File: src/include/flash_security_pkg.sv
package flash_security_pkg;

  // Extra page word indices
  localparam int          XAF_DEPTH = 8;
  localparam logic [2:0]  XAF_SBV   = 3'h0;
  localparam logic [2:0]  XAF_HSB   = 3'h1;
  localparam logic [2:0]  XAF_BSB   = 3'h2;
  localparam logic [2:0]  XAF_SSB   = 3'h3;
  localparam logic [2:0]  XAF_MFR   = 3'h4;
  localparam logic [2:0]  XAF_ID1   = 3'h5;
  localparam logic [2:0]  XAF_ID2   = 3'h6;
  localparam logic [2:0]  XAF_ID3   = 3'h7;

  // Fuse bit positions in the hardware security byte
  localparam int HSB_FAST_BIT = 7;
  localparam int HSB_BOOT_BIT = 6;
  localparam int HSB_OSC_BIT  = 5;
  localparam int HSB_EXPANDED_RAM_INHIBIT_BIT = 3;
  localparam int LOCK_B2_BIT  = 2;
  localparam int LOCK_B1_BIT  = 1;
  localparam int LOCK_B0_BIT  = 0;

  // Reset and erase values
  localparam logic [7:0]  SBV_DEFAULT      = 8'hFC;
  localparam logic [7:0]  BSB_DEFAULT      = 8'hFF;
  localparam logic [7:0]  SSB_DEFAULT      = 8'hFF;
  localparam logic [7:0]  HSB_COPY_DEFAULT = 8'hAB;
  localparam logic [7:0]  HSB_ERASED       = 8'hFF;
  localparam logic [7:0]  LOADER_LOW       = 8'h00;
  localparam logic [7:0]  DATA_ZERO        = 8'h00;
  localparam logic [15:0] BOOT_APP_ADDR    = 16'h0000;
  localparam logic [15:0] BOOT_ROM_ADDR    = 16'hF800;

  // Cycles the pin synchroniser needs before the reset-time sample
  localparam logic [1:0]  SETTLE_CYCLES    = 2'h3;
  localparam logic [1:0]  SETTLE_ZERO      = 2'h0;
  localparam logic [1:0]  SETTLE_ONE       = 2'h1;

  typedef enum logic [2:0] {
    LVL_ONE   = 3'h1,
    LVL_TWO   = 3'h2,
    LVL_THREE = 3'h3,
    LVL_FOUR  = 3'h4
  } lock_level_e;

  typedef enum logic [1:0] {
    SSB_ONE   = 2'h1,
    SSB_TWO   = 2'h2,
    SSB_THREE = 2'h3
  } ssb_level_e;

  typedef enum logic [3:0] {
    CMD_READ_ID     = 4'h0,
    CMD_READ_HSB    = 4'h1,
    CMD_WRITE_HSB   = 4'h2,
    CMD_CHIP_ERASE  = 4'h3,
    CMD_PROG_CODE   = 4'h4,
    CMD_VERIFY_CODE = 4'h5,
    CMD_EE_WRITE    = 4'h6,
    CMD_EE_READ     = 4'h7,
    CMD_XAF_READ    = 4'h8,
    CMD_XAF_WRITE   = 4'h9
  } cmd_e;

  typedef enum logic [1:0] {
    PH_SETTLE = 2'b00,
    PH_SAMPLE = 2'b01,
    PH_RUN    = 2'b10
  } phase_e;

endpackage

File: src/rtl/flash_security_config_fuses.sv
`timescale 1ns/1ps

// Summary of operation
// - Fuse bit 7 zero selects six-clock fast mode, one selects standard mode.
// - Boot jump fuse one boots at 0000h, zero boots loader at F800h.
// - Programmed clock fuse enables oscillator B, otherwise oscillator A.
// - Programmed RAM inhibit fuse disables expanded RAM; programmer only changes it.
// - All parallel lock bits unprogrammed means no protection.
// - Level 2 blocks external table reads of internal code; access pin latched.
// - Level 2 and up refuse parallel code and data programming; internal allowed.
// - Level 3 also refuses parallel verify and parallel data reads.
// - Level 4 also disables external execution; delivered default.
// - Parallel locks gate only the parallel port; serial uses software byte.
// - Parallel chip erase clears Flash and returns fuse byte to inactive.
// - Part identification is readable in parallel mode at every level.
// - Fuse byte reachable only through the parallel port.
// - Extra page outside program space, reached by parallel, serial and API.
// - Extra page defaults: vector FCh, status FFh, software byte FFh.
// - Extra page holds a fuse byte copy, default 101x 1011b.
// - Extra page holds maker code and three identification bytes.
// - Software lock bit 0 alone rejects serial Flash programming.
// - Software lock bit 1 also rejects serial verification.
// - External data select initialised from RAM fuse, on-chip by default.
// - Customer loader entered at boot vector high byte and low 00h.
module flash_security_config_fuses
  import flash_security_pkg::*;
#(
  parameter logic [7:0] MFR_CODE = 8'h1E,  // Arbitrary identity value
  parameter logic [7:0] DEV_ID1  = 8'h2D,  // Arbitrary identity value
  parameter logic [7:0] DEV_ID2  = 8'h3C,  // Arbitrary identity value
  parameter logic [7:0] DEV_ID3  = 8'h4B   // Arbitrary identity value
)(
  input  wire logic        clk_sys,
  input  wire logic        nrst,
  input  wire logic [7:0]  hsb_fuse_in,
  input  wire logic        external_access_pin,
  input  wire logic        par_req,
  input  wire logic [3:0]  par_cmd,
  input  wire logic [2:0]  par_addr,
  input  wire logic [7:0]  par_wdata,
  input  wire logic        sw_req,
  input  wire logic        sw_api,
  input  wire logic [3:0]  sw_cmd,
  input  wire logic [2:0]  sw_addr,
  input  wire logic [7:0]  sw_wdata,
  output logic             config_valid_ff,
  output logic             fast_cycle_mode_ff,
  output logic [15:0]      boot_addr_ff,
  output logic             osc_b_sel_ff,
  output logic             expanded_ram_en_ff,
  output logic             external_xdata_select_ff,
  output logic [2:0]       lock_level_ff,
  output logic [1:0]       ssb_level_ff,
  output logic             code_table_read_block_ff,
  output logic             ext_exec_disable_ff,
  output logic             ea_effective_ff,
  output logic [15:0]      loader_addr_ff,
  output logic [7:0]       boot_status_ff,
  output logic             par_ack_ff,
  output logic             par_refused_ff,
  output logic [7:0]       par_rdata_ff,
  output logic             sw_ack_ff,
  output logic             sw_refused_ff,
  output logic [7:0]       sw_rdata_ff,
  output logic             chip_erase_ff,
  output logic             hsb_prog_ff,
  output logic [7:0]       hsb_prog_data_ff
);

  phase_e      phase_ff;
  logic [1:0]  settle_ff;
  logic [7:0]  hardware_security_byte_ff;
  logic [7:0]  xaf_mem [0:XAF_DEPTH-1];
  logic        ea_meta_ff;
  logic        ea_s2_ff;
  logic        ea_s3_ff;
  logic        ea_level_ff;
  logic        ea_latched_ff;
  lock_level_e par_lvl;
  ssb_level_e  sw_lvl;
  cmd_e        par_c;
  cmd_e        sw_c;
  logic        running;
  logic        par_ok;
  logic [7:0]  par_data;
  logic        sw_ok;
  logic [7:0]  sw_data;
  logic        par_go;
  logic        sw_go;
  logic [2:0]  par_id_idx;
  logic [2:0]  sw_id_idx;
  logic [7:0]  software_security_byte;

  assign running                = (phase_ff == PH_RUN);
  assign par_c                  = cmd_e'(par_cmd);
  assign sw_c                   = cmd_e'(sw_cmd);
  assign par_go                 = par_req && running && par_ok;
  assign sw_go                  = sw_req && running && sw_ok;
  assign par_id_idx             = XAF_MFR | {1'b0, par_addr[1:0]};
  assign sw_id_idx              = XAF_MFR | {1'b0, sw_addr[1:0]};
  assign software_security_byte = xaf_mem[XAF_SSB];

  // Reset phase: let the pin synchroniser fill, sample once, then run
  always_ff @(posedge clk_sys) begin
    if (!nrst) begin
      phase_ff  <= PH_SETTLE;
      settle_ff <= SETTLE_ZERO;
    end else begin
      unique case (phase_ff)
        PH_SETTLE: begin
          settle_ff <= settle_ff + SETTLE_ONE;
          if (settle_ff == SETTLE_CYCLES) begin
            phase_ff <= PH_SAMPLE;
          end
        end
        PH_SAMPLE: phase_ff <= PH_RUN;
        PH_RUN:    phase_ff <= PH_RUN;
        default:   phase_ff <= PH_SETTLE;
      endcase
    end
  end

  // Three-stage pin synchroniser; level moves only when stages 2 and 3 agree
  always_ff @(posedge clk_sys) begin
    if (!nrst) begin
      ea_meta_ff  <= 1'b1;
      ea_s2_ff    <= 1'b1;
      ea_s3_ff    <= 1'b1;
      ea_level_ff <= 1'b1;
    end else begin
      ea_meta_ff <= external_access_pin;
      ea_s2_ff   <= ea_meta_ff;
      ea_s3_ff   <= ea_s2_ff;
      if (ea_s2_ff == ea_s3_ff) begin
        ea_level_ff <= ea_s3_ff;
      end
    end
  end

  // Fuse byte held from the reset sample; reset value is the most protective
  always_ff @(posedge clk_sys) begin
    if (!nrst) begin
      hardware_security_byte_ff <= HSB_COPY_DEFAULT;
      ea_latched_ff             <= 1'b1;
    end else if (phase_ff == PH_SAMPLE) begin
      hardware_security_byte_ff <= hsb_fuse_in;
      ea_latched_ff             <= ea_level_ff;
    end else if (par_go && par_c == CMD_CHIP_ERASE) begin
      hardware_security_byte_ff <= HSB_ERASED;
    end
  end

  // Parallel lock level, highest programmed bit first
  always_comb begin
    if (!hardware_security_byte_ff[LOCK_B2_BIT]) begin
      par_lvl = LVL_FOUR;
    end else if (!hardware_security_byte_ff[LOCK_B1_BIT]) begin
      par_lvl = LVL_THREE;
    end else if (!hardware_security_byte_ff[LOCK_B0_BIT]) begin
      par_lvl = LVL_TWO;
    end else begin
      par_lvl = LVL_ONE;
    end
  end

  // Serial lock level from the software security byte
  always_comb begin
    if (!software_security_byte[LOCK_B1_BIT]) begin
      sw_lvl = SSB_THREE;
    end else if (!software_security_byte[LOCK_B0_BIT]) begin
      sw_lvl = SSB_TWO;
    end else begin
      sw_lvl = SSB_ONE;
    end
  end

  // Parallel command filter; parallel locks gate only this port
  always_comb begin
    par_ok   = 1'b1;
    par_data = DATA_ZERO;
    unique case (par_c)
      CMD_READ_ID:     par_data = xaf_mem[par_id_idx];
      CMD_READ_HSB:    par_data = hardware_security_byte_ff;
      CMD_WRITE_HSB:   par_ok   = 1'b1;
      CMD_CHIP_ERASE:  par_ok   = 1'b1;
      CMD_PROG_CODE:   par_ok   = (par_lvl < LVL_TWO);
      CMD_EE_WRITE:    par_ok   = (par_lvl < LVL_TWO);
      CMD_VERIFY_CODE: par_ok   = (par_lvl < LVL_THREE);
      CMD_EE_READ:     par_ok   = (par_lvl < LVL_THREE);
      CMD_XAF_READ:    par_data = xaf_mem[par_addr];
      CMD_XAF_WRITE:   par_ok   = (par_addr < XAF_MFR) && (par_addr != XAF_HSB);
      default:         par_ok   = 1'b0;
    endcase
  end

  // Serial and API filter; the fuse byte is never reachable here
  always_comb begin
    sw_ok   = 1'b1;
    sw_data = DATA_ZERO;
    unique case (sw_c)
      CMD_READ_ID:     sw_data = xaf_mem[sw_id_idx];
      CMD_READ_HSB:    sw_ok   = 1'b0;
      CMD_WRITE_HSB:   sw_ok   = 1'b0;
      CMD_CHIP_ERASE:  sw_ok   = 1'b0;
      CMD_PROG_CODE:   sw_ok   = sw_api || (sw_lvl == SSB_ONE);
      CMD_EE_WRITE:    sw_ok   = sw_api || (sw_lvl == SSB_ONE);
      CMD_VERIFY_CODE: sw_ok   = sw_api || (sw_lvl != SSB_THREE);
      CMD_EE_READ:     sw_ok   = sw_api || (sw_lvl != SSB_THREE);
      CMD_XAF_READ: begin
        sw_ok   = sw_api || (sw_lvl != SSB_THREE);
        sw_data = xaf_mem[sw_addr];
      end
      CMD_XAF_WRITE: begin
        if (sw_addr == XAF_SSB) begin
          sw_ok = 1'b1;
        end else begin
          sw_ok = (sw_addr < XAF_MFR) && (sw_addr != XAF_HSB)
                  && (sw_api || (sw_lvl == SSB_ONE));
        end
      end
      default:         sw_ok   = 1'b0;
    endcase
  end

  // Extra page; software byte writes only move toward more protection, chip erase restores FFh
  always_ff @(posedge clk_sys) begin
    if (!nrst) begin
      xaf_mem[XAF_SBV] <= SBV_DEFAULT;
      xaf_mem[XAF_HSB] <= HSB_COPY_DEFAULT;
      xaf_mem[XAF_BSB] <= BSB_DEFAULT;
      xaf_mem[XAF_SSB] <= SSB_DEFAULT;
      xaf_mem[XAF_MFR] <= MFR_CODE;
      xaf_mem[XAF_ID1] <= DEV_ID1;
      xaf_mem[XAF_ID2] <= DEV_ID2;
      xaf_mem[XAF_ID3] <= DEV_ID3;
    end else if (par_go && par_c == CMD_CHIP_ERASE) begin
      xaf_mem[XAF_SSB] <= SSB_DEFAULT;
      xaf_mem[XAF_HSB] <= HSB_ERASED;
    end else if (par_go && par_c == CMD_WRITE_HSB) begin
      xaf_mem[XAF_HSB] <= hardware_security_byte_ff & par_wdata;
    end else if (par_go && par_c == CMD_XAF_WRITE) begin
      if (par_addr == XAF_SSB) begin
        xaf_mem[XAF_SSB] <= software_security_byte & par_wdata;
      end else begin
        xaf_mem[par_addr] <= par_wdata;
      end
    end else if (sw_go && sw_c == CMD_XAF_WRITE) begin
      if (sw_addr == XAF_SSB) begin
        xaf_mem[XAF_SSB] <= software_security_byte & sw_wdata;
      end else begin
        xaf_mem[sw_addr] <= sw_wdata;
      end
    end
  end

  // Parallel answers, one cycle after the request
  always_ff @(posedge clk_sys) begin
    if (!nrst) begin
      par_ack_ff       <= 1'b0;
      par_refused_ff   <= 1'b0;
      par_rdata_ff     <= DATA_ZERO;
      chip_erase_ff    <= 1'b0;
      hsb_prog_ff      <= 1'b0;
      hsb_prog_data_ff <= HSB_ERASED;
    end else begin
      par_ack_ff     <= par_req;
      par_refused_ff <= par_req && !par_go;
      par_rdata_ff   <= par_go ? par_data : DATA_ZERO;
      chip_erase_ff  <= par_go && (par_c == CMD_CHIP_ERASE);
      hsb_prog_ff    <= par_go && (par_c == CMD_WRITE_HSB);
      // Fuses only program toward zero; erase is the way back
      if (par_go && par_c == CMD_WRITE_HSB) begin
        hsb_prog_data_ff <= hardware_security_byte_ff & par_wdata;
      end
    end
  end

  // Serial and API answers, one cycle after the request
  always_ff @(posedge clk_sys) begin
    if (!nrst) begin
      sw_ack_ff     <= 1'b0;
      sw_refused_ff <= 1'b0;
      sw_rdata_ff   <= DATA_ZERO;
    end else begin
      sw_ack_ff     <= sw_req;
      sw_refused_ff <= sw_req && !sw_go;
      sw_rdata_ff   <= sw_go ? sw_data : DATA_ZERO;
    end
  end

  // Decoded configuration; updated only once the sample is in
  always_ff @(posedge clk_sys) begin
    if (!nrst) begin
      config_valid_ff          <= 1'b0;
      fast_cycle_mode_ff       <= 1'b0;
      boot_addr_ff             <= BOOT_ROM_ADDR;
      osc_b_sel_ff             <= 1'b0;
      expanded_ram_en_ff       <= 1'b1;
      lock_level_ff            <= LVL_FOUR;
      ssb_level_ff             <= SSB_ONE;
      code_table_read_block_ff <= 1'b1;
      ext_exec_disable_ff      <= 1'b1;
      ea_effective_ff          <= 1'b1;
      loader_addr_ff           <= {SBV_DEFAULT, LOADER_LOW};
      boot_status_ff           <= BSB_DEFAULT;
    end else if (running) begin
      config_valid_ff          <= 1'b1;
      fast_cycle_mode_ff       <= !hardware_security_byte_ff[HSB_FAST_BIT];
      boot_addr_ff             <= hardware_security_byte_ff[HSB_BOOT_BIT]
                                  ? BOOT_APP_ADDR : BOOT_ROM_ADDR;
      osc_b_sel_ff             <= !hardware_security_byte_ff[HSB_OSC_BIT];
      expanded_ram_en_ff       <= hardware_security_byte_ff[HSB_EXPANDED_RAM_INHIBIT_BIT];
      lock_level_ff            <= par_lvl;
      ssb_level_ff             <= sw_lvl;
      code_table_read_block_ff <= (par_lvl >= LVL_TWO);
      ext_exec_disable_ff      <= (par_lvl == LVL_FOUR);
      // Latched pin once protected, so a later pin swap cannot expose code
      ea_effective_ff          <= (par_lvl >= LVL_TWO) ? ea_latched_ff
                                                       : ea_level_ff;
      loader_addr_ff           <= {xaf_mem[XAF_SBV], LOADER_LOW};
      boot_status_ff           <= xaf_mem[XAF_BSB];
    end
  end

  // Data select is only preset at power-up; later software owns it
  always_ff @(posedge clk_sys) begin
    if (!nrst) begin
      external_xdata_select_ff <= 1'b0;
    end else if (phase_ff == PH_SAMPLE) begin
      external_xdata_select_ff <= !hsb_fuse_in[HSB_EXPANDED_RAM_INHIBIT_BIT];
    end
  end
endmodule
File: config.mk
export PLATFORM = sky130hd
export DESIGN_NAME = flash_security_config_fuses
export DESIGN_NICKNAME = d
export VERILOG_FILES = /design/src/include/flash_security_pkg.sv /design/src/rtl/flash_security_config_fuses.sv
export SDC_FILE = /design/constraint.sdc
export NUM_CORES = 1
export LEC_CHECK = 0
export BUFFER_PORTS_ARGS = -buffer_cell sky130_fd_sc_hd__buf_2
export CORE_MARGIN = 4
export CORE_UTILIZATION = 57
export DETAILED_ROUTE_END_ITERATION = 7
export HOLD_SLACK_MARGIN = 0.08
export PLACE_DENSITY = 0.79
export SKIP_LAST_GASP = 1
export SLEW_MARGIN = 10
export SYNTH_ARGS = -nofsm -noshare
export SYNTH_HDL_FRONTEND = slang
export SYNTH_SLANG_ARGS = --single-unit
File: constraint.sdc
create_clock -name clk_sys -period 5.5 [get_ports clk_sys]
set_clock_uncertainty 0.1 [all_clocks]
set_input_delay 1.1 -clock clk_sys [delete_from_list [all_inputs] [get_ports clk_sys]]
set_output_delay 1.1 -clock clk_sys [all_outputs]
set_load 0.05 [all_outputs]
# ---- After elaboration in Yosys (flattened, before gate mapping)
# Memories as Yosys holds them, arrays and structs flattened. A register that Yosys moved wholly into a read port is not among the register bits.
# Cells that the tools add are included.
dict set report word_totals {
  word_cells 167
  ram_bits 64
  mem_count 1
  ff_bits 76
  out_inout_bits 83
}
dict set report classes {
  bitwise 8
  magnitude_cmp 5
  n_addsub 1
  muxes 61
  reduce_logical 36
  eq_ne 27
}
# name depth word_bits rd rd_clocked_by_memory_dff write_ports line_no
set memory_table {}
lappend memory_table {xaf_mem 8 8 7 2 8 flash_security_config_fuses.sv:73} ;# logic [7:0] xaf_mem [0:XAF_DEPTH-1];
# cell count
set op_table {}
lappend op_table {{8-bit 2-to-1 mux} 9}
lappend op_table {{1-bit 2-to-1 mux} 38}
lappend op_table {{4-bit by 3-bit equality test with 1-bit output (second input constant)} 8}
lappend op_table {{8-bit bitwise AND} 3}
lappend op_table {{8-bit case mux with 3 select lines} 1}
lappend op_table {{4-bit equality test (second input constant)} 4}
lappend op_table {{16-bit 2-to-1 mux} 1}
lappend op_table {{8-bit case mux with 2 select lines} 1}
lappend op_table {{8-bit OR reduction} 2}
lappend op_table {{1-bit logical AND} 13}
lappend op_table {{2-bit 2-to-1 mux} 5}
lappend op_table {{3-bit 2-to-1 mux} 3}
lappend op_table {{4-bit by 2-bit equality test with 1-bit output (second input constant)} 2}
lappend op_table {{4-bit logical NOT} 2}
lappend op_table {{1-bit case mux with 4 select lines} 2}
lappend op_table {{2-bit OR reduction} 4}
lappend op_table {{1-bit logical NOT} 7}
lappend op_table {{3-bit by 2-bit equality test with 1-bit output (second input constant)} 2}
lappend op_table {{3-bit by 2-bit < comparator with 1-bit output (second input constant)} 2}
lappend op_table {{3-bit < comparator (second input constant)} 2}
lappend op_table {{3-bit by 1-bit != test with 1-bit output (second input constant)} 2}
lappend op_table {{1-bit bitwise OR} 5}
lappend op_table {{5-bit OR reduction} 1}
lappend op_table {{2-bit by 1-bit equality test with 1-bit output (second input constant)} 2}
lappend op_table {{13 further kinds} 17}

# ---- Logic depth before layout (Yosys ltp)
# Gate-level depths: netlist (run 1).
# An unclocked memory read counts as a cell.
dict set report depth {
  depth_word 18
  mapped_depth 9
  mapped_depth_nobuf 7
}

# ---- Least setup slack after synthesis (run 1)
# OpenSTA, ideal clock, no wires.
dict set report synth_path {
  path_kind {in2reg}
  start {in sw_cmd[1]}
  end {mem xaf_mem[2][0] (enable)}
  n_path_buf 1
  slack_ns 2.483
  arrival_time_ns 2.579
  stages 6
  path_cell_list {or4b_2 -> a21oi_1 -> a221o_1 -> buf_4 -> nand3_1 -> nand3b_1}
}
# element line_no
set synth_rtl {}
lappend synth_rtl {{from (decl)} flash_security_config_fuses.sv:43} ;# input wire logic [3:0] sw_cmd,
lappend synth_rtl {{to (decl)} flash_security_config_fuses.sv:73}

==> summary.txt, run 1 <==
Global routing
  • Global routing usage on met3: 0.0584
  • Vias in the first global route: 4786
  • M2 GR Usage: 0.441
  • First-pass GRT wire length: 26100 um
  • Gr ovfl total: 0
  • Most Crowded Layer GR: met2
  • GRT Total Usage: 0.273
  • Antenna violations before repair: 0
  • Largest net degree at the start of global routing: 25
  • Met1 Usage GRT: 0.345

Synthesis
  • Yosys reg bits: approximately 140
  • Gate Count Post-Synth: 527
  • Syn Area/Cell: 12.0 um^2
  • Ys flop type: dfxtp_1
  • Top-area cell type share of the netlist area: 0.303
  • Library cells used by synthesis: 53
  • FFs w/ async S/R, synth: 0
  • Largest cells by area after synthesis: edfxtp_1, dfxtp_1, mux4_2
  • Mapped cell area: 6340 um^2
  • Share of the yosys chip area belonging to registers: 0.547
  • Dominant cell type by area after synthesis: edfxtp_1
  • EDFF count, synth: 64
  • Synth warnings: 0

Worst setup path
  • CP endpoint kind: register
  • CP Launch Type: register
  • CP arrival: 3.57 ns
  • WP data required: 5.59 ns
  • Crit Path Max Fanout: 22
  • Reg2Reg Depth: 8
  • Critical path class: register to register
  • Reg-to-reg slack, setup: 2.02 ns
  • Crit Reg-Reg Endpoint: xaf_mem[2][3]$_SDFFCE_PN1P_
  • Reg-to-Reg Start: phase_ff[0]$_SDFFE_PN0P_

Place
  • Gpl congestion: a little under 1
  • Input/output buffers: 107
  • Dpl ws: 1.63 ns
  • Dpl hpwl: 12300 um

Die
  • Die Height: 113 um
  • Starting density of the core: 0.584
  • Placement row count: 38
  • Die X: 113 um
  • Area of the core: 10800 um^2
  • Die area: 12900 um^2
  • IO Count: 127

Detailed routing
  • Vias/cell: 5.97
  • WL final: roughly 17000 um
  • DRT iter0 DRCs: between 400 and 500
  • # DRC: 0
  • First drt pass iteration count: 5
  • Number of vias in the routed layout: 4810
  • DRT antenna net count: 0
  • Avg WL per Cell: 21.0 um

Power and ir drop
  • Max rail drop VDD: 0.000244 V
  • Power Dens Cells: 361 nW/um^2
  • Overall power: approximately 0.0027 W
  • Lkg Pwr: 2.84 nW

Final layout
  • Register area: 3460 um^2
  • Final Util: 0.693
  • Fill cell count: between 700 and 800
  • Nets: 703
  • Most common cell after layout, fill and taps aside: buf_2
  • Diode count: 0
  • Most frequent cells in the layout: buf_2, dfxtp_1, edfxtp_1
  • Synth-to-Final Area Change: 18.6%
  • Multi-input gate area: 2680 um^2
  • Share of layout cells above drive strength 1: 0.270

STA
  • RSZ-0062 raised after global routing: false
  • Setup TNS: 0 ns
  • Final-report hold violation count: 0
  • Slew Limit Fails: 0
  • WHS: 0.312 ns
  • Relative slew slack: 0.325
  • Final period util: 0.633
  • Max Freq: 287 MHz
  • Setup Viol. Count Final: 0
  • Worst setup margin: 2.02 ns
  • Min Tclk post-route: 3.48 ns
  • Worst-Margin Slew: between 1 and 1.5 ns

Clock network
  • Bufs on Longest Clock Path: 2
  • CTS tree: done
  • Clock root buffer: clkbuf_8
  • Clock-pin slew on the worst setup and hold paths: ~0.060 ns
  • Hold-fix buffers, CTS: 0
  • CTS resizes: 0
  • H-tree depth: 4
  • Worst skew pair latency: roughly 0.54 ns
  • Setup repair bufs after CTS: 0
  • Clock sink count: 141
  • CTS buffer count: 17

Run status
  • Run status: finished, final reports clean

Worst hold path
  • Hold Crit Depth: 1
  • Hold Path End: ea_s2_ff$_SDFF_PN1_
  • Min-delay worst type: register to register
  • Hold Crit Start: ea_meta_ff$_SDFF_PN1_

Flow run
  • Max cap viols: 0
[critical path: stages, from the launching register on]
cell and delay [ns]:
dfxtp_1 0.32, inv_1 0.11, ha_2 0.43, buf_4 0.40, nand4bb_1 0.21, or3_1 0.37
or2_1 0.27, nor2_1 0.47, nand3b_1 0.42
[synthesized netlist by cell type, types with 2 or more instances]
| master | number |
|---|---|
| dfxtp_1 | 77 |
| edfxtp_1 | 64 |
| nand2_1 | 61 |
| nor2_1 | 36 |
| mux2i_1 | 32 |
| mux4_2 | 32 |
| buf_4 | 26 |
| a21oi_1 | 21 |
| o21ai_0 | 19 |
| inv_1 | 14 |
| o21a_1 | 12 |
| clkbuf_1 | 11 |
| a22oi_1 | 8 |
| nand3_1 | 8 |
| o22a_1 | 8 |
| a2bb2oi_1 | 7 |
| buf_1 | 7 |
| buf_2 | 6 |
| a32oi_1 | 5 |
| ha_1 | 5 |
| nand2b_1 | 5 |
| nor2b_1 | 5 |
| o22ai_1 | 5 |
| nand3b_1 | 4 |
| nor3_1 | 4 |
| nor4_1 | 3 |
| o221a_2 | 3 |
| or3_1 | 3 |
| a211oi_1 | 2 |
| a311o_1 | 2 |
| and2_1 | 2 |
| and3_1 | 2 |
| buf_6 | 2 |
| clkinv_1 | 2 |
| conb_1 | 2 |
| nand4bb_1 | 2 |
| o211ai_1 | 2 |
| o21ai_1 | 2 |
| or2_1 | 2 |
[metal layers]
layer / part of all wire / routed length (um)
met1: 0.38 / 6460
met2: 0.49 / 8270
met3: 0.088 / 1490
met4: 0.042 / 703
met5: 0 / 0
[registers in the layout, summed over array words and instances (netlist names), 3 cells and up]
| name | count |
|---|---|
| xaf_mem | 64 |
| lock_level_ff | 3 |
| boot_status_ff | 8 |
| hardware_security_byte_ff | 8 |
| hsb_prog_data_ff | 8 |
| loader_addr_ff | 8 |
| sw_rdata_ff | 8 |
| par_rdata_ff | 8 |
[worst max path at each step]
stage	from	to	slack, ns	cells past startpoint
after floorplan	sw_cmd[1]	xaf_mem[2][0]$_SDFFCE_PN1P_	2.48	6
after detailed placement	nrst	xaf_mem[3][4]$_DFFE_PP_	1.63	6
after global placement	nrst	xaf_mem[2][1]$_SDFFCE_PN1P_	1.85	6
after CTS	phase_ff[0]$_SDFFE_PN0P_	xaf_mem[2][3]$_SDFFCE_PN1P_	2.06	8
after global routing	phase_ff[0]$_SDFFE_PN0P_	xaf_mem[2][5]$_SDFFCE_PN1P_	1.77	8
final	phase_ff[0]$_SDFFE_PN0P_	xaf_mem[2][3]$_SDFFCE_PN1P_	2.02	8
[area by class of cell]
class,instances,share of cell area
Clock buffer,25,0.0673
Multi-Input combinational cell,366,0.357
Inverter,17,0.00849
Clock inverter,6,0.00783
Timing Repair Buffer,111,0.0753
Sequential cell,141,0.461
Tap cell,140,0.0233
[power by group]
group	total, W	switching, W	internal, W	leakage (nW)
clock	0.00109	0.000419	0.000670	0.283
combinational	0.000388	0.000253	0.000135	1.39
sequential	0.00123	0.0000726	0.00116	1.17
total	0.00271	0.000745	0.00196	2.84
[metrics by stage]
stage / area (um^2) / cells
after global placement: 6950 / 775
after global routing: 7510 / 806
final: 7510 / 806
after CTS: 7510 / 806
after floorplan: 6520 / 576
after detailed placement: 6950 / 775
[cell families (layout without fill, tap and decap cells)]
logic type               Yosys count  count (layout)  share of synthesized area
AND/OR/NAND/NOR                  143             143                      0.105
flip-flops                       141             141                      0.547
AO/OA/AOI/OAI                    102             102                      0.111
buffers and inverters             69             159                     0.0598
multiplexers                      64              64                      0.164
adder cells (fa/ha/maj)            5               5                    0.00987
other                              2              51                    0.00119
XOR/XNOR                           1               1                    0.00138
Power figures use the tool's default switching activity.
==> inputs of run 2 (changes only) <==
--- a/config.mk
+++ b/config.mk
@@ -7,10 +7,10 @@
 export LEC_CHECK = 0
 export BUFFER_PORTS_ARGS = -buffer_cell sky130_fd_sc_hd__buf_2
 export CORE_MARGIN = 4
-export CORE_UTILIZATION = 57
+export CORE_UTILIZATION = 50
 export DETAILED_ROUTE_END_ITERATION = 7
 export HOLD_SLACK_MARGIN = 0.08
-export PLACE_DENSITY = 0.79
+export PLACE_DENSITY = 0.73
 export SKIP_LAST_GASP = 1
 export SLEW_MARGIN = 10
 export SYNTH_ARGS = -nofsm -noshare
==> constraint.sdc (replaced) <==
create_clock -name clk_sys -period 3.1 [get_ports clk_sys]
set_clock_uncertainty 0.1 [all_clocks]
set_input_delay 0.62 -clock clk_sys [delete_from_list [all_inputs] [get_ports clk_sys]]
set_output_delay 0.62 -clock clk_sys [all_outputs]
set_load 0.05 [all_outputs]
==> run 2 against run 1 <==
Routed wire length grew 1.5%. Largest cell class unchanged. Die area increased by 13%. Count of clock-buffer cells in the layout fell by 3. Non-clock buffer count is 10 higher. Clock power is 65% higher.
==> summary.txt, run 2 (same netlist as run 1, synthesis figures left out) <==
Flow run
  • Max cap viols: 0

Place
  • Dpl ws: 0.162 ns
  • Dpl hpwl: 12800 um
  • Cells after DPL: 813
  • Post-placement cell area: 7060 um^2
  • Gpl congestion: 0.894
  • Input/output buffers: approximately 110

Clock network
  • Clock root buffer: clkbuf_16
  • Setup repair bufs after CTS: 0
  • H-tree depth: 4
  • Bufs on Longest Clock Path: 2
  • CTS buffer count: 17
  • CTS resizes: 0
  • Clock sink count: around 140
  • Worst skew pair latency: approximately 0.4 ns
  • Clock-pin slew on the worst setup and hold paths: around 0.050 ns
  • CTS tree: done
  • Hold-fix buffers, CTS: 0

Power and ir drop
  • P_int: 0.00339 W
  • Clock Power Share: 0.385
  • Net Sw Power: 0.00128 W
  • Net Sw Frac: 0.275
  • Lkg Pwr: roughly 2.9 nW
  • Comb pwr share: 0.148
  • Power Dens Cells: 616 nW/um^2
  • Max rail drop VDD: 0.000437 V
  • Sequential share of power: 0.467

Final layout
  • Non-Filler Instances: around 850
  • Register area: approximately 3500 um^2
  • Share of layout cells above drive strength 1: 0.275
  • Nets: 713
  • Most common cell after layout, fill and taps aside: buf_2
  • Biggest register: xaf_mem
  • Fill cell count: 1043
  • Finished Cell Area: 7580 um^2
  • Synth-to-Final Area Change: 19.6%
  • Diode count: 0
  • Most frequent cells in the layout: buf_2, dfxtp_1, edfxtp_1
  • Multi-input gate area: roughly 2700 um^2
  • Max reg flops: 64

Detailed routing
  • DRT iter0 DRCs: roughly 560
  • # DRC: 0
  • DRT antenna net count: 0
  • Avg WL per Cell: 20.3 um
  • First drt pass iteration count: 7
  • Number of vias in the routed layout: 4764
  • WL final: approximately 17000 um
  • Vias/cell: between 5 and 6

Worst setup path
  • Crit-path most repeated cell: inv_1
  • Crit Reg-Reg Endpoint: xaf_mem[0][0]$_SDFFCE_PN0P_
  • Reg-to-Reg Start: phase_ff[0]$_SDFFE_PN0P_
  • Worst setup path start: phase_ff[0]$_SDFFE_PN0P_
  • Slowest-stage cell, CP: a2111oi_0
  • Crit Path Max Fanout: 9
  • WP data required: a little over 3 ns
  • CP delay by family, top: simple AND/OR/NAND/NOR gates
  • CP cell instances: inv_1 -> ha_2 -> inv_1 -> a2111oi_0 -> and2_1 -> nand3_2 -> nand3_1
  • Critical path class: register to register
  • Reg2Reg Depth: 7
  • CP Launch Type: register
  • CP arrival: 2.77 ns
  • Slowest stage delay, CP: between 0.4 and 0.5 ns
  • Critical Path Stages: 7
  • Reg-to-reg slack, setup: 0.30 ns
  • CP endpoint kind: register
  • Buf/Inv on CP: 2
  • Worst setup path end: xaf_mem[0][0]$_SDFFCE_PN0P_

Worst hold path
  • Hold Crit Start: external_access_pin
  • Min-delay worst type: input pin to register

STA
  • Worst setup margin: around 0.3 ns
  • RSZ-0062 raised after global routing: false
  • Slew Limit Fails: 0
  • Final period util: 0.902
  • Setup Viol. Count Final: 0
  • Setup TNS: 0 ns
  • Relative slew slack: 0.442
  • Worst-Margin Slew: 0.831 ns
  • Final-report hold violation count: 0
  • Min Tclk post-route: 2.80 ns
  • WHS: ~0.29 ns
  • Max Freq: 358 MHz

Run status
  • Run status: finished, final reports clean

Die
  • Die Height: 121 um
  • IO Count: 127
  • Die area: 14500 um^2
  • Area of the core: 12200 um^2
  • Die X: 121 um
  • Placement row count: 40
  • Starting density of the core: 0.519

Global routing
  • Antenna violations before repair: 0
  • Vias in the first global route: 4830
  • First-pass GRT wire length: approximately 27000 um
  • GRT Total Usage: 0.246
  • Largest net degree at the start of global routing: 33
  • Gr ovfl total: 0
[run 2: cell types whose count changed in the layout (fill, tap and decap cells not counted), sizes merged]
| cell | delta |
|---|---|
| buf | +10 |
| clkbuf | -3 |
| clkinv | +3 |
| clkinvlp | +1 |
[run 2: how the worst min path moves through the flow]
| stage | end | slack, ns | depth (start not counted) |
|---|---|---|---|
| after floorplan | ea_s2_ff$_SDFF_PN1_ | 0.29 | 1 |
| after global placement | ea_s2_ff$_SDFF_PN1_ | 0.29 | 1 |
| after detailed placement | ea_s2_ff$_SDFF_PN1_ | 0.30 | 1 |
| after CTS | ea_meta_ff$_SDFF_PN1_ | 0.27 | 2 |
| after global routing | ea_meta_ff$_SDFF_PN1_ | 0.28 | 2 |
| final | ea_meta_ff$_SDFF_PN1_ | 0.29 | 2 |
[run 2: layer usage]
layer  wire length, um  global-route usage
met4               593               0.104
met3              1720              0.0781
met1              6530               0.307
met5                 0                   0
met2              8330               0.395
[run 2: cell type report]
| class | instances | area share |
|---|---|---|
| inverter | 17 | 0.00842 |
| timing repair buffer | 121 | 0.0846 |
| tap | 168 | 0.0277 |
| clock inverter | 10 | 0.00974 |
| sequential | 141 | 0.457 |
| multi-input combinational | 366 | 0.354 |
| clock buffer | 22 | 0.0586 |
[run 2: per-stage QoR]
step / util / power, W
finish: 0.620 / 0.00467
global route: 0.620 / 0.00486
CTS: 0.620 / 0.00469
detailed placement: 0.578 / 0.00290
global placement: 0.578 / 0.00287
floorplan: - / 0.00270
[run 2: power by group through the flow]
stage,registers (W),clock network [W],logic [W]
final,0.00218,0.00180,0.000692
after global routing,0.00219,0.00191,0.000751
after CTS,0.00217,0.00182,0.000690
after detailed placement,0.00221,0,0.000686
after global placement,0.00220,0,0.000670
after floorplan,0.00223,0,0.000477
==> inputs of run 3 (changes only) <==
--- a/config.mk
+++ b/config.mk
@@ -7,10 +7,10 @@
 export LEC_CHECK = 0
 export BUFFER_PORTS_ARGS = -buffer_cell sky130_fd_sc_hd__buf_2
 export CORE_MARGIN = 4
-export CORE_UTILIZATION = 50
+export CORE_UTILIZATION = 55
 export DETAILED_ROUTE_END_ITERATION = 7
 export HOLD_SLACK_MARGIN = 0.08
-export PLACE_DENSITY = 0.73
+export PLACE_DENSITY = 0.77
 export SKIP_LAST_GASP = 1
 export SLEW_MARGIN = 10
 export SYNTH_ARGS = -nofsm -noshare
==> constraint.sdc (replaced) <==
create_clock -name clk_sys -period 2.8 [get_ports clk_sys]
set_clock_uncertainty 0.1 [all_clocks]
set_input_delay 0.56 -clock clk_sys [delete_from_list [all_inputs] [get_ports clk_sys]]
set_output_delay 0.56 -clock clk_sys [all_outputs]
set_load 0.05 [all_outputs]
==> run 3 against run 2 <==
Sequential power increased by 11%. Die area shrank 8.5%. Routed wire length shrank 0.97%. Flip-flop and latch count unchanged. Via count rose by 3.9%. Global-route usage rose by 2.1 points. Critical path depth unchanged. Maximum frequency is 14% higher. Register-to-register slack improved by 0.03 ns. First-iteration DRC count decreased by 4.7%.
==> summary.txt, run 3 (same netlist as run 1, synthesis figures left out) <==
Run status
  • Run status: finished, final reports clean

Global routing
  • Vias in the first global route: 4895
  • Antenna violations before repair: 0
  • First-pass GRT wire length: 26100 um
  • GRT Total Usage: 0.267
  • Gr ovfl total: 0
  • Largest net degree at the start of global routing: 38

Worst setup path
  • Reg2Reg Depth: 7
  • CP arrival: roughly 2.4 ns
  • Reg-to-reg slack, setup: 0.34 ns
  • Reg-to-Reg Start: phase_ff[0]$_SDFFE_PN0P_
  • Slowest-stage cell, CP: a2111oi_0
  • Buf/Inv on CP: 2
  • CP cell instances: inv_1 -> ha_2 -> inv_1 -> a2111oi_0 -> and2_1 -> nand3_2 -> nand3_1
  • WP data required: 2.77 ns
  • Slowest stage delay, CP: 0.45 ns
  • CP delay by family, top: simple AND/OR/NAND/NOR gates
  • Crit-path most repeated cell: inv_1
  • CP endpoint kind: register
  • Crit Reg-Reg Endpoint: xaf_mem[0][0]$_SDFFCE_PN0P_
  • Critical path class: register to register
  • CP Launch Type: register
  • Crit Path Max Fanout: 8

Die
  • IO Count: around 130
  • Area of the core: between 10000 and 15000 um^2
  • Die Height: 115 um
  • Starting density of the core: 0.572
  • Die area: 13300 um^2
  • Die X: 115 um
  • Placement row count: 38

STA
  • Relative slew slack: 0.527
  • Setup TNS: 0 ns
  • Slew Limit Fails: 0
  • Final period util: 0.879
  • RSZ-0062 raised after global routing: false
  • WHS: approximately 0.23 ns
  • Final-report hold violation count: 0
  • Max Freq: between 400 and 500 MHz
  • Setup Viol. Count Final: 0
  • Worst-Margin Slew: 0.710 ns
  • Min Tclk post-route: between 2 and 2.5 ns

Detailed routing
  • First drt pass iteration count: 5
  • Avg WL per Cell: ~21 um
  • WL final: 17000 um
  • Number of vias in the routed layout: roughly 5000
  • DRT antenna net count: 0
  • Vias/cell: 5.99
  • DRT iter0 DRCs: 532
  • # DRC: 0

Final layout
  • Biggest register: xaf_mem
  • Diode count: 0
  • Share of layout cells above drive strength 1: 0.297
  • Finished Cell Area: 7690 um^2
  • Fill cell count: 817
  • Synth-to-Final Area Change: 21.3%
  • Most common cell after layout, fill and taps aside: buf_2
  • Nets: 723
  • Non-Filler Instances: 827
  • Max reg flops: 64
  • Most frequent cells in the layout: buf_2, dfxtp_1, edfxtp_1

Power and ir drop
  • Comb pwr share: 0.143
  • Max rail drop VDD: slightly above 0.0005 V
  • Lkg Pwr: 2.93 nW
  • Net Sw Frac: 0.284
  • Power Dens Cells: around 700 nW/um^2
  • Net Sw Power: 0.00153 W
  • Clock Power Share: 0.412
  • P_int: 0.00387 W
  • Sequential share of power: 0.446
  • Overall power: 0.00541 W

Clock network
  • Clock root buffer: clkbuf_16
  • Clock sink count: 141
  • Worst skew pair latency: 0.43 ns
  • Hold-fix buffers, CTS: 0
  • CTS resizes: 0
  • Clock-pin slew on the worst setup and hold paths: approximately 0.060 ns
  • H-tree depth: 4
  • CTS tree: done
  • Setup repair bufs after CTS: 0
  • Bufs on Longest Clock Path: 2
  • CTS buffer count: 17

Place
  • Input/output buffers: 107
  • Gpl congestion: 0.960
  • Dpl hpwl: 12500 um
  • Post-placement cell area: 7100 um^2
  • Cells after DPL: 795

Flow run
  • Max cap viols: 0

Worst hold path
  • Hold Crit Depth: 2
  • Min-delay worst type: input pin to register
  • Hold Path End: ea_meta_ff$_SDFF_PN1_
  • Hold Crit Start: external_access_pin
## run 3: changes by cell type in the layout (fill, tap and decap cells not counted)
cell / change
inv_6: +3
buf_4: +10
clkinvlp_4: +4
clkbuf_1: -5
bufinv_16: +1
clkinv_1: -3
clkinv_2: -4
clkinv_4: +4
## run 3: per-layer routing
layer | wire length (um) | up-vias | GRT usage
met3 | 1610 | 51 | 0.0600
met2 | 8290 | 328 | 0.441
met1 | 6500 | 2392 | 0.334
met5 | 0 | - | 0
met4 | 622 | 0 | 0.126
li1 | - | 2180 | -
## run 3: worst max path at each step
stage / start / endpoint / slack (ns) / cells after the start
3_5_place_dp: sw_cmd[2] / xaf_mem[0][6]$_SDFFCE_PN1P_ / 0.12 / 6
3_3_place_gp: sw_cmd[2] / xaf_mem[0][3]$_SDFFCE_PN1P_ / 0.15 / 6
2_1_floorplan: sw_cmd[1] / xaf_mem[2][0]$_SDFFCE_PN1P_ / 0.32 / 6
6_report: phase_ff[0]$_SDFFE_PN0P_ / xaf_mem[0][0]$_SDFFCE_PN0P_ / 0.34 / 7
4_1_cts: phase_ff[0]$_SDFFE_PN0P_ / xaf_mem[0][0]$_SDFFCE_PN0P_ / 0.37 / 7
5_1_grt: phase_ff[0]$_SDFFE_PN0P_ / xaf_mem[0][0]$_SDFFCE_PN0P_ / 0.06 / 7
## run 3: per-stage QoR
stage / worst slack [ns] / utilization
after floorplan: 0.323 / -
after global placement: 0.150 / 0.641
after detailed placement: 0.120 / 0.641
after CTS: 0.372 / 0.694
after global routing: 0.0611 / 0.694
final: 0.338 / 0.694
## run 3: layout make-up
class                           instances  area (um^2)  share of cell area
Clock buffer                           17          425              0.0553
Clock inverter                         15          164              0.0213
Inverter                               17         63.8             0.00830
Multi-Input combinational cell        366         2680               0.349
Sequential cell                       141         3460               0.451
Tap cell                              140          175              0.0228
Timing Repair Buffer                  131          716              0.0931
## run 3: power groups by stage
stage	registers [W]	logic, W	clock network (W)
after floorplan	0.00247	0.000528	0
after global placement	0.00244	0.000744	0
after detailed placement	0.00245	0.000763	0
after CTS	0.00241	0.000766	0.00224
after global routing	0.00242	0.000832	0.00234
final	0.00241	0.000771	0.00223
